$ cat src/rtl/cwpr_pkg.sv
`default_nettype none
package cwpr_pkg;
  // Byte offsets of the register group
  localparam logic [7:0] CWPR_OFF_TOPY_LO = 8'h58; // Window top Y, low byte
  localparam logic [7:0] CWPR_OFF_TOPY_HI = 8'h59; // Window top Y, high byte
  localparam logic [7:0] CWPR_OFF_WID_LO  = 8'h5A; // Window width, low byte
  localparam logic [7:0] CWPR_OFF_WID_HI  = 8'h5B; // Window width, high byte
  localparam logic [7:0] CWPR_OFF_HGT_LO  = 8'h5C; // Window height, low byte
  localparam logic [7:0] CWPR_OFF_HGT_HI  = 8'h5D; // Window height, high byte
  localparam logic [7:0] CWPR_OFF_MODE    = 8'h5E; // Canvas depth and mode
  localparam logic [7:0] CWPR_OFF_GPX_LO  = 8'h5F; // Graphic position X low
  localparam logic [7:0] CWPR_OFF_GPX_HI  = 8'h60; // Graphic position X high
  localparam logic [7:0] CWPR_OFF_GPY_LO  = 8'h61; // Graphic position Y low
  localparam logic [7:0] CWPR_OFF_GPY_HI  = 8'h62; // Graphic position Y high
  localparam logic [7:0] CWPR_OFF_TXT_LO  = 8'h63; // Text position X low
  localparam logic [7:0] CWPR_OFF_TXT_HI  = 8'h64; // Text position X high

  // Field layout of the depth and mode register
  localparam int CWPR_BIT_RDSEL  = 3; // Readback select
  localparam int CWPR_BIT_LINEAR = 2; // Addressing mode
  localparam int CWPR_BIT_DEPTH1 = 1; // Depth, upper bit
  localparam int CWPR_BIT_DEPTH0 = 0; // Depth, lower bit

  // Masks of implemented bits in each 16-bit register pair
  localparam logic [15:0] CWPR_MASK_COORD = 16'h1FFF; // 13-bit coordinate
  localparam logic [15:0] CWPR_MASK_SIZE  = 16'h3FFF; // 14-bit size
  localparam logic [15:0] CWPR_MASK_POS   = 16'hFFFF; // Full position
  localparam logic [7:0]  CWPR_MASK_MODE  = 8'h0F;    // Mode bits 3..0

  // Reset values
  localparam logic [15:0] CWPR_RST_WORD = 16'h0000; // All pairs
  localparam logic [7:0]  CWPR_RST_MODE = 8'h00;    // Mode register

  // Canvas colour depth in block mode
  typedef enum logic [1:0] {
    CWPR_BPP8,
    CWPR_BPP16,
    CWPR_BPP24
  } cwpr_bpp_t;
endpackage : cwpr_pkg
`default_nettype wire

$ cat src/rtl/cwpr_regs.sv
// Functional notes
// - Window top Y kept as 13 bits
// - Window settings ignored in linear mode
// - Window width kept as 14 bits
// - Window height kept as 14 bits
// - Bit 3 picks write or prefetch readback
// - Bit 2 picks block or linear addressing
// - Block mode depth: 8, 16, 24 bpp
// - Linear mode: bit 0 picks 8/16-bit transfers
// - Linear mode: X register is address 15..0
// - Linear mode: Y register is address 31..16
// - Block mode: positions are 13-bit coordinates
// - Position write sets, read returns position
// - Text write X kept, written and read
`timescale 1ns/100ps
`default_nettype none
module cwpr_regs (
  input  wire logic             clk_sys,       // Core clock
  input  wire logic             rst_n,         // Synchronous reset, low
  input  wire logic [7:0]       addr,          // Register byte address
  input  wire logic [7:0]       wdata,         // Write data
  input  wire logic             wr_stb,        // Write strobe
  input  wire logic             rd_stb,        // Read strobe
  output logic      [7:0]       rdata,         // Read data, next cycle
  input  wire logic             eng_wpos_load, // Engine moves write position
  input  wire logic [15:0]      eng_wpos_x,    // New write position X
  input  wire logic [15:0]      eng_wpos_y,    // New write position Y
  input  wire logic             eng_rpos_load, // Engine moves prefetch pos
  input  wire logic [15:0]      eng_rpos_x,    // New prefetch position X
  input  wire logic [15:0]      eng_rpos_y,    // New prefetch position Y
  input  wire logic             eng_text_load, // Engine moves text position
  input  wire logic [12:0]      eng_text_x,    // New text position X
  output logic                  win_enable,    // Window settings in force
  output logic      [12:0]      win_top_y,     // Window top Y, pixels
  output logic      [13:0]      win_width,     // Window width, pixels
  output logic      [13:0]      win_height,    // Window height, pixels
  output logic                  linear_mode,   // Linear byte addressing
  output cwpr_pkg::cwpr_bpp_t   pixel_depth,   // Block mode colour depth
  output logic                  mem_wide,      // Linear 16-bit transfers
  output logic      [12:0]      wr_coord_x,    // Block write X coordinate
  output logic      [12:0]      wr_coord_y,    // Block write Y coordinate
  output logic      [31:0]      wr_lin_addr,   // Linear write byte address
  output logic      [12:0]      rd_coord_x,    // Block prefetch X
  output logic      [12:0]      rd_coord_y,    // Block prefetch Y
  output logic      [31:0]      rd_lin_addr,   // Linear prefetch address
  output logic      [12:0]      text_x         // Text write X position
);
  import cwpr_pkg::*;

  // Merge a host byte write into a register pair and drop unused bits
  function automatic logic [15:0] put_byte(
    input logic [15:0] cur,
    input logic        lo_hit,
    input logic        hi_hit,
    input logic [7:0]  d,
    input logic [15:0] mask
  );
    logic [15:0] v;
    v = cur;
    if (lo_hit) begin
      v[7:0] = d;
    end
    if (hi_hit) begin
      v[15:8] = d;
    end
    // Unused bits never reach the flops
    put_byte = v & mask;
  endfunction : put_byte

  // Pick the low or high byte of a pair
  function automatic logic [7:0] get_byte(
    input logic [15:0] w,
    input logic        hi
  );
    get_byte = hi ? w[15:8] : w[7:0];
  endfunction : get_byte

  // Block coordinate of a pair, forced to zero in linear mode
  function automatic logic [12:0] blk_coord(
    input logic        lin_on,
    input logic [15:0] w
  );
    blk_coord = lin_on ? 13'h0000 : w[12:0];
  endfunction : blk_coord

  // Window size of a pair, forced to zero in linear mode
  function automatic logic [13:0] blk_size(
    input logic        lin_on,
    input logic [15:0] w
  );
    blk_size = lin_on ? 14'h0000 : w[13:0];
  endfunction : blk_size

  // Byte address from a Y and X pair, zero in block mode
  // Y gives bits 31..16, X bits 15..0
  function automatic logic [31:0] lin_addr(
    input logic        lin_on,
    input logic [15:0] hi_w,
    input logic [15:0] lo_w
  );
    lin_addr = lin_on ? {hi_w, lo_w} : 32'h0000_0000;
  endfunction : lin_addr

  // Colour depth from the two depth bits
  // Bit 1 set gives 24 bpp whatever bit 0 holds
  function automatic cwpr_bpp_t bpp_of(
    input logic d1,
    input logic d0
  );
    bpp_of = d1 ? CWPR_BPP24 : (d0 ? CWPR_BPP16 : CWPR_BPP8);
  endfunction : bpp_of

  // Stored state
  logic [15:0] topy_reg;   // Window top Y
  logic [15:0] wid_reg;    // Window width
  logic [15:0] hgt_reg;    // Window height
  logic [7:0]  mode_reg;   // Depth, mode, readback select
  logic [15:0] gwx_reg;    // Graphic write position X
  logic [15:0] gwy_reg;    // Graphic write position Y
  logic [15:0] grx_reg;    // Graphic prefetch position X
  logic [15:0] gry_reg;    // Graphic prefetch position Y
  logic [15:0] txt_reg;    // Text write X
  logic [7:0]  rdata_reg;  // Registered read data

  // Next values
  logic [15:0] topy_next;  // Window top Y next
  logic [15:0] wid_next;   // Window width next
  logic [15:0] hgt_next;   // Window height next
  logic [7:0]  mode_next;  // Mode next
  logic [15:0] gwx_next;   // Write X next
  logic [15:0] gwy_next;   // Write Y next
  logic [15:0] grx_next;   // Prefetch X next
  logic [15:0] gry_next;   // Prefetch Y next
  logic [15:0] txt_next;   // Text X next
  logic [7:0]  rdata_next; // Read data next

  // Output flops
  logic        win_en_reg; // Window in force
  logic [12:0] win_y_reg;  // Window top Y out
  logic [13:0] win_w_reg;  // Window width out
  logic [13:0] win_h_reg;  // Window height out
  logic        lin_reg;    // Linear mode out
  cwpr_bpp_t   depth_reg;  // Colour depth out
  logic        wide_reg;   // 16-bit transfers out
  logic [12:0] wcx_reg;    // Write X coordinate out
  logic [12:0] wcy_reg;    // Write Y coordinate out
  logic [31:0] wla_reg;    // Write byte address out
  logic [12:0] rcx_reg;    // Prefetch X out
  logic [12:0] rcy_reg;    // Prefetch Y out
  logic [31:0] rla_reg;    // Prefetch byte address out
  logic [12:0] txtx_reg;   // Text X out

  // Address decode for writes
  wire w_topy_lo = wr_stb && (addr == CWPR_OFF_TOPY_LO); // Top Y low
  wire w_topy_hi = wr_stb && (addr == CWPR_OFF_TOPY_HI); // Top Y high
  wire w_wid_lo  = wr_stb && (addr == CWPR_OFF_WID_LO);  // Width low
  wire w_wid_hi  = wr_stb && (addr == CWPR_OFF_WID_HI);  // Width high
  wire w_hgt_lo  = wr_stb && (addr == CWPR_OFF_HGT_LO);  // Height low
  wire w_hgt_hi  = wr_stb && (addr == CWPR_OFF_HGT_HI);  // Height high
  wire w_mode    = wr_stb && (addr == CWPR_OFF_MODE);    // Mode
  wire w_gpx_lo  = wr_stb && (addr == CWPR_OFF_GPX_LO);  // Position X low
  wire w_gpx_hi  = wr_stb && (addr == CWPR_OFF_GPX_HI);  // Position X high
  wire w_gpy_lo  = wr_stb && (addr == CWPR_OFF_GPY_LO);  // Position Y low
  wire w_gpy_hi  = wr_stb && (addr == CWPR_OFF_GPY_HI);  // Position Y high
  wire w_txt_lo  = wr_stb && (addr == CWPR_OFF_TXT_LO);  // Text X low
  wire w_txt_hi  = wr_stb && (addr == CWPR_OFF_TXT_HI);  // Text X high

  // Mode bit decode
  wire rd_sel  = mode_reg[CWPR_BIT_RDSEL];  // Readback prefetch position
  wire lin     = mode_reg[CWPR_BIT_LINEAR]; // Linear addressing

  // Window geometry, stored with unused high bits dropped
  assign topy_next = put_byte(topy_reg, w_topy_lo, w_topy_hi, wdata,
                              CWPR_MASK_COORD);
  assign wid_next  = put_byte(wid_reg, w_wid_lo, w_wid_hi, wdata,
                              CWPR_MASK_SIZE);
  assign hgt_next  = put_byte(hgt_reg, w_hgt_lo, w_hgt_hi, wdata,
                              CWPR_MASK_SIZE);

  // Mode register keeps bits 3..0, upper bits read zero
  assign mode_next = w_mode ? (wdata & CWPR_MASK_MODE) : mode_reg;

  // Engine updates first, so a host write in the same cycle wins
  wire [15:0] gwx_base = eng_wpos_load ? eng_wpos_x : gwx_reg; // Write X
  wire [15:0] gwy_base = eng_wpos_load ? eng_wpos_y : gwy_reg; // Write Y
  wire [15:0] grx_base = eng_rpos_load ? eng_rpos_x : grx_reg; // Prefetch X
  wire [15:0] gry_base = eng_rpos_load ? eng_rpos_y : gry_reg; // Prefetch Y
  wire [15:0] txt_base = eng_text_load ? {3'h0, eng_text_x} : txt_reg;

  // A host position write sets both write and prefetch positions
  assign gwx_next = put_byte(gwx_base, w_gpx_lo, w_gpx_hi, wdata,
                             CWPR_MASK_POS);
  assign gwy_next = put_byte(gwy_base, w_gpy_lo, w_gpy_hi, wdata,
                             CWPR_MASK_POS);
  assign grx_next = put_byte(grx_base, w_gpx_lo, w_gpx_hi, wdata,
                             CWPR_MASK_POS);
  assign gry_next = put_byte(gry_base, w_gpy_lo, w_gpy_hi, wdata,
                             CWPR_MASK_POS);
  assign txt_next = put_byte(txt_base, w_txt_lo, w_txt_hi, wdata,
                             CWPR_MASK_COORD);

  // Position seen by readback: write or prefetch
  wire [15:0] view_x = rd_sel ? grx_reg : gwx_reg;
  wire [15:0] view_y = rd_sel ? gry_reg : gwy_reg;

  // Block mode shows 13-bit coordinates, linear mode the full address
  wire [15:0] pos_mask = lin ? CWPR_MASK_POS : CWPR_MASK_COORD;
  wire [15:0] rb_x     = view_x & pos_mask; // Readback X
  wire [15:0] rb_y     = view_y & pos_mask; // Readback Y

  // Read data selection; unmapped addresses read zero
  assign rdata_next =
    !rd_stb                   ? 8'h00 :
    (addr == CWPR_OFF_TOPY_LO) ? get_byte(topy_reg, 1'b0) :
    (addr == CWPR_OFF_TOPY_HI) ? get_byte(topy_reg, 1'b1) :
    (addr == CWPR_OFF_WID_LO)  ? get_byte(wid_reg, 1'b0)  :
    (addr == CWPR_OFF_WID_HI)  ? get_byte(wid_reg, 1'b1)  :
    (addr == CWPR_OFF_HGT_LO)  ? get_byte(hgt_reg, 1'b0)  :
    (addr == CWPR_OFF_HGT_HI)  ? get_byte(hgt_reg, 1'b1)  :
    (addr == CWPR_OFF_MODE)    ? mode_reg                 :
    (addr == CWPR_OFF_GPX_LO)  ? get_byte(rb_x, 1'b0)     :
    (addr == CWPR_OFF_GPX_HI)  ? get_byte(rb_x, 1'b1)     :
    (addr == CWPR_OFF_GPY_LO)  ? get_byte(rb_y, 1'b0)     :
    (addr == CWPR_OFF_GPY_HI)  ? get_byte(rb_y, 1'b1)     :
    (addr == CWPR_OFF_TXT_LO)  ? get_byte(txt_reg, 1'b0)  :
    (addr == CWPR_OFF_TXT_HI)  ? get_byte(txt_reg, 1'b1)  :
    8'h00;

  // Geometry and mode registers, cleared by reset
  always_ff @(posedge clk_sys) begin
    if (!rst_n) begin
      topy_reg <= CWPR_RST_WORD;
      wid_reg  <= CWPR_RST_WORD;
      hgt_reg  <= CWPR_RST_WORD;
      mode_reg <= CWPR_RST_MODE;
    end else begin
      topy_reg <= topy_next;
      wid_reg  <= wid_next;
      hgt_reg  <= hgt_next;
      mode_reg <= mode_next;
    end
  end

  // Position registers, cleared by reset
  always_ff @(posedge clk_sys) begin
    if (!rst_n) begin
      gwx_reg <= CWPR_RST_WORD;
      gwy_reg <= CWPR_RST_WORD;
      grx_reg <= CWPR_RST_WORD;
      gry_reg <= CWPR_RST_WORD;
      txt_reg <= CWPR_RST_WORD;
    end else begin
      gwx_reg <= gwx_next;
      gwy_reg <= gwy_next;
      grx_reg <= grx_next;
      gry_reg <= gry_next;
      txt_reg <= txt_next;
    end
  end

  // Read data register, valid only in the cycle after the strobe
  always_ff @(posedge clk_sys) begin
    if (!rst_n) begin
      rdata_reg <= 8'h00;
    end else begin
      rdata_reg <= rdata_next;
    end
  end

  // Read data port
  assign rdata = rdata_reg;

  // Mode fields as they will stand once this edge has passed
  wire lin_nx    = mode_next[CWPR_BIT_LINEAR]; // Next addressing mode
  wire dep_hi_nx = mode_next[CWPR_BIT_DEPTH1]; // Next depth upper bit
  wire dep_lo_nx = mode_next[CWPR_BIT_DEPTH0]; // Next depth lower bit

  // Window and mode outputs, loaded from next values so that they move
  // at the same edge as the registers they decode
  always_ff @(posedge clk_sys) begin
    if (!rst_n) begin
      // Reset state is block mode with all pairs cleared
      win_en_reg <= !CWPR_RST_MODE[CWPR_BIT_LINEAR];
      win_y_reg  <= CWPR_RST_WORD[12:0];
      win_w_reg  <= CWPR_RST_WORD[13:0];
      win_h_reg  <= CWPR_RST_WORD[13:0];
      lin_reg    <= CWPR_RST_MODE[CWPR_BIT_LINEAR];
      depth_reg  <= CWPR_BPP8;
      wide_reg   <= 1'b0;
    end else begin
      // Linear mode blanks the window outputs
      win_en_reg <= !lin_nx;
      win_y_reg  <= blk_coord(lin_nx, topy_next);
      win_w_reg  <= blk_size(lin_nx, wid_next);
      win_h_reg  <= blk_size(lin_nx, hgt_next);
      lin_reg    <= lin_nx;
      depth_reg  <= bpp_of(dep_hi_nx, dep_lo_nx);
      wide_reg   <= lin_nx & dep_lo_nx;
    end
  end

  // Position outputs: block coordinates or linear byte addresses
  always_ff @(posedge clk_sys) begin
    if (!rst_n) begin
      // Reset state is block mode with all positions cleared
      wcx_reg  <= CWPR_RST_WORD[12:0];
      wcy_reg  <= CWPR_RST_WORD[12:0];
      wla_reg  <= 32'h0000_0000;       // Block mode
      rcx_reg  <= CWPR_RST_WORD[12:0];
      rcy_reg  <= CWPR_RST_WORD[12:0];
      rla_reg  <= 32'h0000_0000;       // Block mode
      txtx_reg <= CWPR_RST_WORD[12:0];
    end else begin
      wcx_reg  <= blk_coord(lin_nx, gwx_next);
      wcy_reg  <= blk_coord(lin_nx, gwy_next);
      wla_reg  <= lin_addr(lin_nx, gwy_next, gwx_next);
      rcx_reg  <= blk_coord(lin_nx, grx_next);
      rcy_reg  <= blk_coord(lin_nx, gry_next);
      rla_reg  <= lin_addr(lin_nx, gry_next, grx_next);
      txtx_reg <= txt_next[12:0];
    end
  end

  // Output ports driven straight from the flops
  assign win_enable  = win_en_reg;
  assign win_top_y   = win_y_reg;
  assign win_width   = win_w_reg;
  assign win_height  = win_h_reg;
  assign linear_mode = lin_reg;
  assign pixel_depth = depth_reg;
  assign mem_wide    = wide_reg;
  assign wr_coord_x  = wcx_reg;
  assign wr_coord_y  = wcy_reg;
  assign wr_lin_addr = wla_reg;
  assign rd_coord_x  = rcx_reg;
  assign rd_coord_y  = rcy_reg;
  assign rd_lin_addr = rla_reg;
  assign text_x      = txtx_reg;
endmodule : cwpr_regs
`default_nettype wire

$ cat config.mk
export PLATFORM = sky130hd
export DESIGN_NAME = cwpr_regs
export DESIGN_NICKNAME = d
export VERILOG_FILES = /design/src/rtl/cwpr_pkg.sv /design/src/rtl/cwpr_regs.sv
export SDC_FILE = /design/constraint.sdc
export NUM_CORES = 1
export LEC_CHECK = 0
export BUFFER_PORTS_ARGS = -buffer_cell sky130_fd_sc_hd__buf_2
export CORE_MARGIN = 1
export CORE_UTILIZATION = 57
export DETAILED_ROUTE_END_ITERATION = 7
export GPL_TIMING_DRIVEN = 0
export HOLD_SLACK_MARGIN = 0.02
export PLACE_DENSITY = 0.85
export SYNTH_ARGS = -nofsm -noshare
export SYNTH_HDL_FRONTEND = slang
export SYNTH_SLANG_ARGS = --single-unit
$ cat constraint.sdc
create_clock -name clk_sys -period 3.3 [get_ports clk_sys]
set_input_delay 0.33 -clock clk_sys [delete_from_list [all_inputs] [get_ports clk_sys]]
set_output_delay 0.33 -clock clk_sys [all_outputs]
set_load 0.02 [all_outputs]
==> reports/metrics.cfg, run 1 <==
[outcome]
status=finished, final reports clean

[yosys]
syn_inst=1068
synthMuxAreaShare_pct=15.63
synth_xor_area_share_pct=0
yosys_register_bits=290
synth_edf_count=0
async_flop_share_pct=0
syn_area_per_cell_um2=10.18
synth_ff_type=dfxtp_1
synth_nets=1168
ys.warnings.count=0
syn_area_um2=10870
ys_types=56
synth_top_family_by_area=multiplexers
synth_seq_area_share_pct=53.42
synth-compound-area-share_pct=11.16
synth-simple-area-share_pct=14.11
post_synth_fa_ha_maj_area_fraction_pct=0

[drt]
dr_total_vias=9170
drc=0
detail-route-antenna-nets=0
drt_iter0_drc=770
drtPass1Iterations=5
wl_per_cell_um=21.21
wl_mm=34.53
avgViaCountPerCell=5.633

[floorplanning]
rows=50
die_area_um2=19620
start_util_pct=58.10
die_x_um=140.1
io-pin-count=283
die_h_um=140.1
coreArea_um2=18710

[clock_network]
numCtsBuffers=27
cts_hold_buf=0
post_cts_resized=0
h-tree-depth=1
ctsLongestPathBuffers=3
clkTransAtPathRegs_ns=0.07
cts.sinks=290
clock_latency_ns=0.54
post-cts-setup-buffers=0
clock-root-buffer=clkbuf_16
cts_tree=done

[grt]
antenna_found_initial=4
grt_max_degree=15
grt_pass1_wl_mm=51.19
grt_usage_pct=34.65
overflow=0
grt_pass1_vias=9105

[sta]
fin_worst_skew_ns=0.02115
min_period_over_period_pct=71.58
rsz0062_at_grt=no
fin_tns_setup_ns=0
relSlewSlack_pct=39.85
whs_ns=0.1389
tightest_slew_ns=0.9023
drv_slew=0
finalSetupViolCount=0
fin_crit_ns=2.362
fmax_ghz=0.4234
final_hold_viol_count=0

[place]
hpwl_mm=25.51
placedCellCount=1576
gp_congestion=0.9931
io_buffers=274

[setup_path]
cp-start-kind=flip-flop
crit_chain=buf_2 -> buf_2 -> buf_4 -> mux2i_1 -> a21oi_1 -> o21ai_0 -> a211oi_1
path_buf_inv=3
cp_slowest_stage_delay_ns=0.47
critical_path.top_delay_family=buffers and inverters
cpMostUsedCell=buf_2
crit_type=reg2reg
cp.required_ns=3.69
r2r_start=mode_reg[3]$_SDFFE_PN0P_
crit_fanout=10
arrival_ns=2.75
crit_start=mode_reg[3]$_SDFFE_PN0P_
critPathCaptureType=flip-flop
critPathSlowestCell=mux2i_1

[cells_and_area]
area_growth_pct=24.05
drive_gt1_share_pct=27.39
fin_cells=1628
layout_commonest_cell=buf_2
layout_common_cells=296 x buf_2, 290 x dfxtp_1, 148 x mux2i_1
nets=1471

[worst_hold_path]
min_path_type=in2reg
min_from=eng_wpos_y[15]

[power]
vdd_ir_drop_max_mv=0.4548
p_leak_nw=6.751
power_density_nw_per_um2=560.7

[run]
maxCapViolCount=0

==> cells in the mapped netlist (6+ instances only) <==
library cell	number	area, um^2
a22oi_1	6	45.04
nor3_1	7	35.03
o211a_1	8	80.08
mux2_2	8	90.09
o22ai_1	7	43.79
a211oi_1	10	75.07
a21o_1	53	397.9
a21oi_1	29	145.1
nand3_1	7	35.03
nor2_1	142	533.0
nor2b_1	57	356.6
o21ai_0	38	190.2
dfxtp_1	290	5806
nor3b_1	19	142.6
clkbuf_1	33	123.9
nand2_1	25	93.84
buf_1	6	22.52
o21ai_1	11	55.05
buf_2	22	110.1
buf_6	7	78.83
buf_4	9	67.56
mux2i_1	148	1481
inv_1	57	214.0
and2_1	17	106.4
==> routing by layer <==
layer | global-route usage, % | wire, um
met2 | 58.08 | 16310
met5 | 0 | 8
met4 | 16.02 | 1589
met1 | 43.23 | 13840
met3 | 6.632 | 2781
==> power by group <==
| part | switching [W] | leakage, nW | internal, W |
|---|---|---|---|
| combinational | 0.000377 | 3.92 | 0.000239 |
| clock | 0.00132 | 0.464 | 0.00198 |
| sequential | 0.0000487 | 2.36 | 0.00360 |
==> kinds of logic after synthesis <==
family | Yosys count
flip-flops | 290
multiplexers | 162
buffers and inverters | 134
AO/OA/AOI/OAI | 183
AND/OR/NAND/NOR | 299
==> through the flow <==
stage | cell area [um^2] | worst slack, ns | utilization (%) | total power [W]
2_1_floorplan | 10870 | 1.540 | - | 0.004082
6_report | 13480 | 0.9380 | 72.07 | 0.007559
4_1_cts | 13470 | 1.023 | 72.03 | 0.007553
3_5_place_dp | 12530 | 0.9421 | 67.00 | 0.004321
3_3_place_gp | 12530 | 0.9514 | 67.00 | 0.004307
5_1_grt | 13480 | 0.9387 | 72.06 | 0.007739
==> worst register-to-register path: stages (launching register included) <==
cell	delay [ns]
dfxtp_1	0.30
buf_2	0.25
buf_2	0.36
buf_4	0.31
mux2i_1	0.47
a21oi_1	0.12
o21ai_0	0.25
a211oi_1	0.15
==> final cells by class <==
type                    count  area [um^2]
well taps                 234        292.8
flip-flops and latches    290         5806
inverters                  57        214.0
clock buffers              41        798.3
multi-input cells         644         4446
clock inverters             8        143.9
repair buffers            274         1371
diodes                      3        7.507
plain buffers              77        402.9
fillers                  1355         5224
==> final timing paths <==
path                            end  slack, ns  cells past startpoint
max             rdata[2]$_SDFF_PN0_       0.94                      7
min reg2reg   wid_reg[7]$_SDFF_PN0_       0.56                      2
min          gwy_reg[15]$_SDFF_PN0_       0.14                      3
max reg2reg     rdata[2]$_SDFF_PN0_       0.94                      7
(Power assumes the default switching activity.)
==> inputs of run 2 (changes only) <==
--- a/config.mk
+++ b/config.mk
@@ -7,11 +7,11 @@
 export LEC_CHECK = 0
 export BUFFER_PORTS_ARGS = -buffer_cell sky130_fd_sc_hd__buf_2
 export CORE_MARGIN = 1
-export CORE_UTILIZATION = 57
+export CORE_UTILIZATION = 53
 export DETAILED_ROUTE_END_ITERATION = 7
 export GPL_TIMING_DRIVEN = 0
 export HOLD_SLACK_MARGIN = 0.02
-export PLACE_DENSITY = 0.85
+export PLACE_DENSITY = 0.8
 export SYNTH_ARGS = -nofsm -noshare
 export SYNTH_HDL_FRONTEND = slang
 export SYNTH_SLANG_ARGS = --single-unit
==> constraint.sdc (replaced) <==
create_clock -name clk_sys -period 2.5 [get_ports clk_sys]
set_input_delay 0.25 -clock clk_sys [delete_from_list [all_inputs] [get_ports clk_sys]]
set_output_delay 0.25 -clock clk_sys [all_outputs]
set_load 0.02 [all_outputs]
==> run 2 against run 1 <==
Net effect:
- total power up 31%
- core utilization fell by 5.0 points
- die area is 7.4% higher
- maximum frequency fell by 0.57%
- first-iteration DRC count decreased by 11%
- clock skew fell by 0.013 ns
- critical endpoint unchanged
- routed wire length increased by 1.3%
- design area up 0.31%
==> reports/metrics.cfg, run 2 (synthesis gave the netlist of run 1 again) <==
[outcome]
status=finished, final reports clean  ; unchanged

[drt]
drc=0  ; unchanged
detail-route-antenna-nets=0  ; unchanged
wl_mm=34.97  ; was 34.53 mm
avgViaCountPerCell=5.428  ; was 5.633
drt_iter0_drc=685  ; was 770
dr_total_vias=9037  ; was 9170
wl_per_cell_um=21.01  ; was 21.21 um
drtPass1Iterations=5  ; unchanged

[sta]
min_period_over_period_pct=95.03  ; was 71.58%
fin_worst_skew_ns=0.008130  ; was 0.02115 ns
fin_tns_setup_ns=0  ; unchanged
drv_slew=0  ; unchanged
tightest_slew_ns=0.9507  ; was 0.9023 ns
fin_crit_ns=2.376  ; was 2.362 ns
finalSetupViolCount=0  ; unchanged
relSlewSlack_pct=36.62  ; was 39.85%
fmax_ghz=0.4209  ; was 0.4234 GHz
final_hold_viol_count=0  ; unchanged
rsz0062_at_grt=no  ; unchanged

[grt]
grt_max_degree=16  ; was 15
grt_pass1_vias=8925  ; was 9105
grt_usage_pct=32.53  ; was 34.65%
gr-max-usage-layer=met2  ; unchanged
met2_usage_pct=54.52  ; was 58.08%
overflow=0  ; unchanged
use_met3_pct=5.377  ; was 6.632%
use_met1_pct=41.97  ; was 43.23%
antenna_found_initial=0  ; was 4
grt_pass1_wl_mm=52.28  ; was 51.19 mm

[setup_path]
crit_chain=buf_2 -> buf_2 -> buf_4 -> mux2i_1 -> a21oi_1 -> o21ai_0 -> a211oi_1  ; unchanged
crit_type=reg2reg  ; unchanged
arrival_ns=2.77  ; was 2.75 ns
crit_fanout=10  ; unchanged
cp.required_ns=2.89  ; was 3.69 ns
cpMostUsedCell=buf_2  ; unchanged
cp_slowest_stage_delay_ns=0.39  ; was 0.47 ns
critPathSlowestCell=mux2i_1  ; unchanged
critPathCaptureType=flip-flop  ; unchanged
critical_path.top_delay_family=buffers and inverters  ; unchanged
cp-start-kind=flip-flop  ; unchanged
path_buf_inv=3  ; unchanged

[place]
hpwl_mm=26.19  ; was 25.51 mm
io_buffers=274  ; unchanged
postPlaceCellArea_um2=12580  ; was 12530 um^2
gp_congestion=0.9922  ; was 0.9931

[floorplanning]
start_util_pct=53.88  ; was 58.10%
die_area_um2=21080  ; was 19620 um^2
die_h_um=145.2  ; was 140.1 um
rows=52  ; was 50
die_x_um=145.2  ; was 140.1 um
io-pin-count=283  ; unchanged
coreArea_um2=20170  ; was 18710 um^2

[power]
p_leak_nw=6.749  ; was 6.751 nW
power_density_nw_per_um2=733.4  ; was 560.7 nW/um^2
vdd_ir_drop_max_mv=0.5560  ; was 0.4548 mV

[cells_and_area]
design_area_um2=13520  ; was 13480 um^2
nets=1472  ; was 1471
area_growth_pct=24.43  ; was 24.05%
drive_gt1_share_pct=27.47  ; was 27.39%
layout_common_cells=296 x buf_2, 290 x dfxtp_1, 148 x mux2i_1  ; unchanged
num-fill-cells=1641  ; was 1355
layout_commonest_cell=buf_2  ; unchanged

[clock_network]
post_cts_resized=0  ; unchanged
cts_tree=done  ; unchanged
numCtsBuffers=28  ; was 27
h-tree-depth=1  ; unchanged
post-cts-setup-buffers=0  ; unchanged
ctsLongestPathBuffers=3  ; unchanged
clock-root-buffer=clkbuf_16  ; unchanged
cts_hold_buf=0  ; unchanged
clkTransAtPathRegs_ns=0.06  ; was 0.07 ns
cts.sinks=290  ; unchanged
clock_latency_ns=0.54  ; about the same

[worst_hold_path]
min_path_type=in2reg  ; unchanged

[run]
maxCapViolCount=0  ; unchanged

run 2: changes by cell type in the layout (fill, tap and decap cells not counted), sizes merged:
cell	change
bufinv	-2
clkbuf	+2
clkinv	+2
diode	-2
clkinvlp	+1
run 2: cell type report:
type                            instances  area (um^2)  area share, %
Sequential cell                       290         5806          42.93
Multi-Input combinational cell        644         4446          32.87
Timing Repair Buffer                  274         1371          10.14
Clock buffer                           43        838.3          6.199
Buffer                                 77        402.9          2.979
Tap cell                              270        337.8          2.498
Inverter                               57        214.0          1.582
Clock inverter                          9        105.1         0.7772
Antenna cell                            1        2.502        0.01850
run 2: worst reg2reg max path: stages, from the launching register on:
cell and delay, ns:
dfxtp_1 0.30, buf_2 0.23, buf_2 0.35, buf_4 0.32, mux2i_1 0.39, a21oi_1 0.13, o21ai_0 0.33, a211oi_1 0.17
run 2: report_power, final:
group          switching [W]  internal (W)  total, W  leakage (nW)
Sequential         0.0000576       0.00475   0.00481          2.36
Combinational       0.000508      0.000316  0.000824          3.92
Clock                0.00177       0.00252   0.00429         0.463
Total                0.00234       0.00758   0.00992          6.75
run 2: path summary, 6_finish.rpt:
kind,startpoint,end,slack (ns),cells past startpoint
worst max-delay path,mode_reg[3]$_SDFFE_PN0P_,rdata[2]$_SDFF_PN0_,0.12,7
worst min-delay path,eng_wpos_x[15],gwx_reg[15]$_SDFF_PN0_,0.07,3
worst max register to register,mode_reg[3]$_SDFFE_PN0P_,rdata[2]$_SDFF_PN0_,0.12,7
worst min register to register,topy_reg[1]$_SDFF_PN0_,win_top_y[1]$_SDFF_PP0_,0.54,2
run 2: stage by stage:
step	hold WS, ns	util (%)	std cells	setup WS [ns]	power [W]
final	0.06509	67.05	1665	0.1244	0.009918
after global routing	0.07832	67.03	1664	0.07766	0.01020
after CTS	0.05855	67.03	1664	0.2135	0.009927
after detailed placement	0.5151	62.36	1612	0.2111	0.005714
after global placement	0.5192	62.36	1612	0.1619	0.005702
after floorplan	0.4064	-	1068	0.8204	0.005389
run 2: metal layers:
layer / vias to the layer above / wire length, um
met5: - / 0
met4: 0 / 1410
li1: 4220 / -
met3: 85 / 2622
met1: 4313 / 14690
met2: 419 / 16250
==> inputs of run 3 (changes only) <==
==> constraint.sdc (replaced) <==
create_clock -name clk_sys -period 2.5 [get_ports clk_sys]
set_input_delay 0.125 -clock clk_sys [delete_from_list [all_inputs] [get_ports clk_sys]]
set_output_delay 0.125 -clock clk_sys [all_outputs]
set_load 0.02 [all_outputs]
==> run 3 against run 2 <==
Net effect:
- global-route usage increased by 1.3 points
- routed wire length increased by 4.1%
- critical path depth unchanged
- clock skew increased by 0.00064 ns
- worst hold slack got worse by 0.034 ns
- first-iteration DRC count decreased by 12%
- critical endpoint unchanged
==> reports/metrics.cfg, run 3 (synthesis gave the netlist of run 1 again) <==
[drt]
top_layer_used=met5  ; was met4
dr_wl_met3_mm=2.998  ; was 2.622 mm
wl_per_cell_um=21.13  ; was 21.01 um
wl_mm=36.42  ; was 34.97 mm
wl_met1_mm=14.66  ; was 14.69 mm
avgViaCountPerCell=5.427  ; was 5.428
dr_total_vias=9357  ; was 9037
drt_iter0_drc=600  ; was 685
detail-route-antenna-nets=0  ; unchanged
drc=0  ; unchanged
dr_wl_met2_mm=17.29  ; was 16.25 mm
drtPass1Iterations=4  ; was 5

[sta]
rsz0062_at_grt=no  ; unchanged
whs_ns=0.03136  ; was 0.06509 ns
fin_tns_setup_ns=0  ; unchanged
relSlewSlack_pct=37.58  ; was 36.62%
fin_crit_ns=2.431  ; was 2.376 ns
final_hold_viol_count=0  ; unchanged
drv_slew=0  ; unchanged
fin_worst_skew_ns=0.008773  ; was 0.008130 ns
finalSetupViolCount=0  ; unchanged
fmax_ghz=0.4113  ; was 0.4209 GHz
tightest_slew_ns=0.9363  ; was 0.9507 ns
min_period_over_period_pct=97.24  ; was 95.03%

[setup_path]
cp.required_ns=2.89  ; about the same
critPathCaptureType=flip-flop  ; unchanged
critPathSlowestCell=mux2i_1  ; unchanged
cp-start-kind=flip-flop  ; unchanged
crit_chain=buf_2 -> buf_2 -> buf_4 -> mux2i_1 -> a21oi_1 -> o21ai_0 -> a211oi_1  ; unchanged
crit_type=reg2reg  ; unchanged
arrival_ns=2.83  ; was 2.77 ns
crit_fanout=10  ; unchanged
cp_slowest_stage_delay_ns=0.42  ; was 0.39 ns
cpMostUsedCell=buf_2  ; unchanged

[clock_network]
clkTransAtPathRegs_ns=0.06  ; about the same
post_cts_resized=0  ; unchanged
ctsLongestPathBuffers=3  ; unchanged
clock_latency_ns=0.54  ; about the same
cts_hold_buf=57  ; was 0
cts.sinks=290  ; unchanged
numCtsBuffers=28  ; unchanged
post-cts-setup-buffers=0  ; unchanged
cts_tree=done  ; unchanged
clock-root-buffer=clkbuf_16  ; unchanged
h-tree-depth=1  ; unchanged

[cells_and_area]
drive_gt1_share_pct=26.40  ; was 27.47%
layout_common_cells=296 x buf_2, 290 x dfxtp_1, 148 x mux2i_1  ; unchanged
layout_commonest_cell=buf_2  ; unchanged
nets=1529  ; was 1472
area_growth_pct=29.73  ; was 24.43%
design_area_um2=14100  ; was 13520 um^2

[grt]
grt_pass1_vias=9404  ; was 8925
grt_pass1_wl_mm=54.47  ; was 52.28 mm
grt_max_degree=16  ; unchanged
overflow=0  ; unchanged
grt_usage_pct=33.81  ; was 32.53%
antenna_found_initial=3  ; was 0

[place]
postPlaceCellArea_um2=12580  ; unchanged
gp_congestion=0.9922  ; unchanged
io_buffers=274  ; unchanged
hpwl_mm=26.19  ; unchanged

[outcome]
status=finished, final reports clean  ; unchanged

[floorplanning]
coreArea_um2=20170  ; unchanged
rows=52  ; unchanged
die_x_um=145.2  ; unchanged
io-pin-count=283  ; unchanged
die_h_um=145.2  ; unchanged
start_util_pct=53.88  ; unchanged
die_area_um2=21080  ; unchanged

[power]
p_total_w=0.01001  ; was 0.009918 W
vdd_ir_drop_max_mv=0.5663  ; was 0.5560 mV
p_leak_nw=6.987  ; was 6.749 nW
power_density_nw_per_um2=710.1  ; was 733.4 nW/um^2

[run]
maxCapViolCount=0  ; unchanged

[worst_hold_path]
min_path_type=in2reg  ; unchanged

-- run 3: final timing paths --
check                                               from                       to  slack [ns]  depth (start not counted)
worst max-delay path            mode_reg[3]$_SDFFE_PN0P_      rdata[2]$_SDFF_PN0_        0.07                          7
worst max register to register  mode_reg[3]$_SDFFE_PN0P_      rdata[2]$_SDFF_PN0_        0.07                          7
worst min register to register    topy_reg[1]$_SDFF_PN0_  win_top_y[1]$_SDFF_PP0_        0.54                          2
worst min-delay path                       eng_rpos_y[3]    gry_reg[3]$_SDFF_PN0_        0.03                          4
-- run 3: area by class of cell --
cell class	count	area [um^2]
multi-input combinational	644	4446
buffer	77	402.9
clock inverter	9	105.1
clock buffer	43	838.3
timing repair buffer	331	1942
inverter	57	214.0
antenna	3	7.507
sequential	290	5806
tap	270	337.8
fill	1533	6071
-- run 3: critical path, delay by kind of cell (launching register included) --
| kind | cells | cell delay, ns |
|---|---|---|
| buffers and inverters | 3 | 0.91 |
| DFF | 1 | 0.30 |
| muxes | 1 | 0.42 |
| AOI/OAI and AO/OA | 3 | 0.65 |
-- run 3: power breakdown --
part | switching, W | total [W] | internal (W) | leakage (nW)
Sequential | 0.0000580 | 0.00481 | 0.00475 | 2.36
Clock | 0.00178 | 0.00430 | 0.00252 | 0.463
Combinational | 0.000533 | 0.000908 | 0.000375 | 4.16
-- run 3: through the flow --
step / worst slack (ns) / utilization [%] / std cells
after floorplan: 0.8798 / - / 1068
after global placement: 0.1851 / 62.36 / 1612
after detailed placement: 0.2111 / 62.36 / 1612
after CTS: 0.2135 / 69.86 / 1721
after global routing: 0.07710 / 69.86 / 1721
final: 0.06890 / 69.90 / 1724
-- run 3: per-layer routing --
metal | track usage [%] | vias to the layer above
met5 | 0 | -
met1 | 41.92 | 4486
met4 | 14.16 | 2
met3 | 6.447 | 97
met2 | 57.43 | 433
li1 | - | 4339
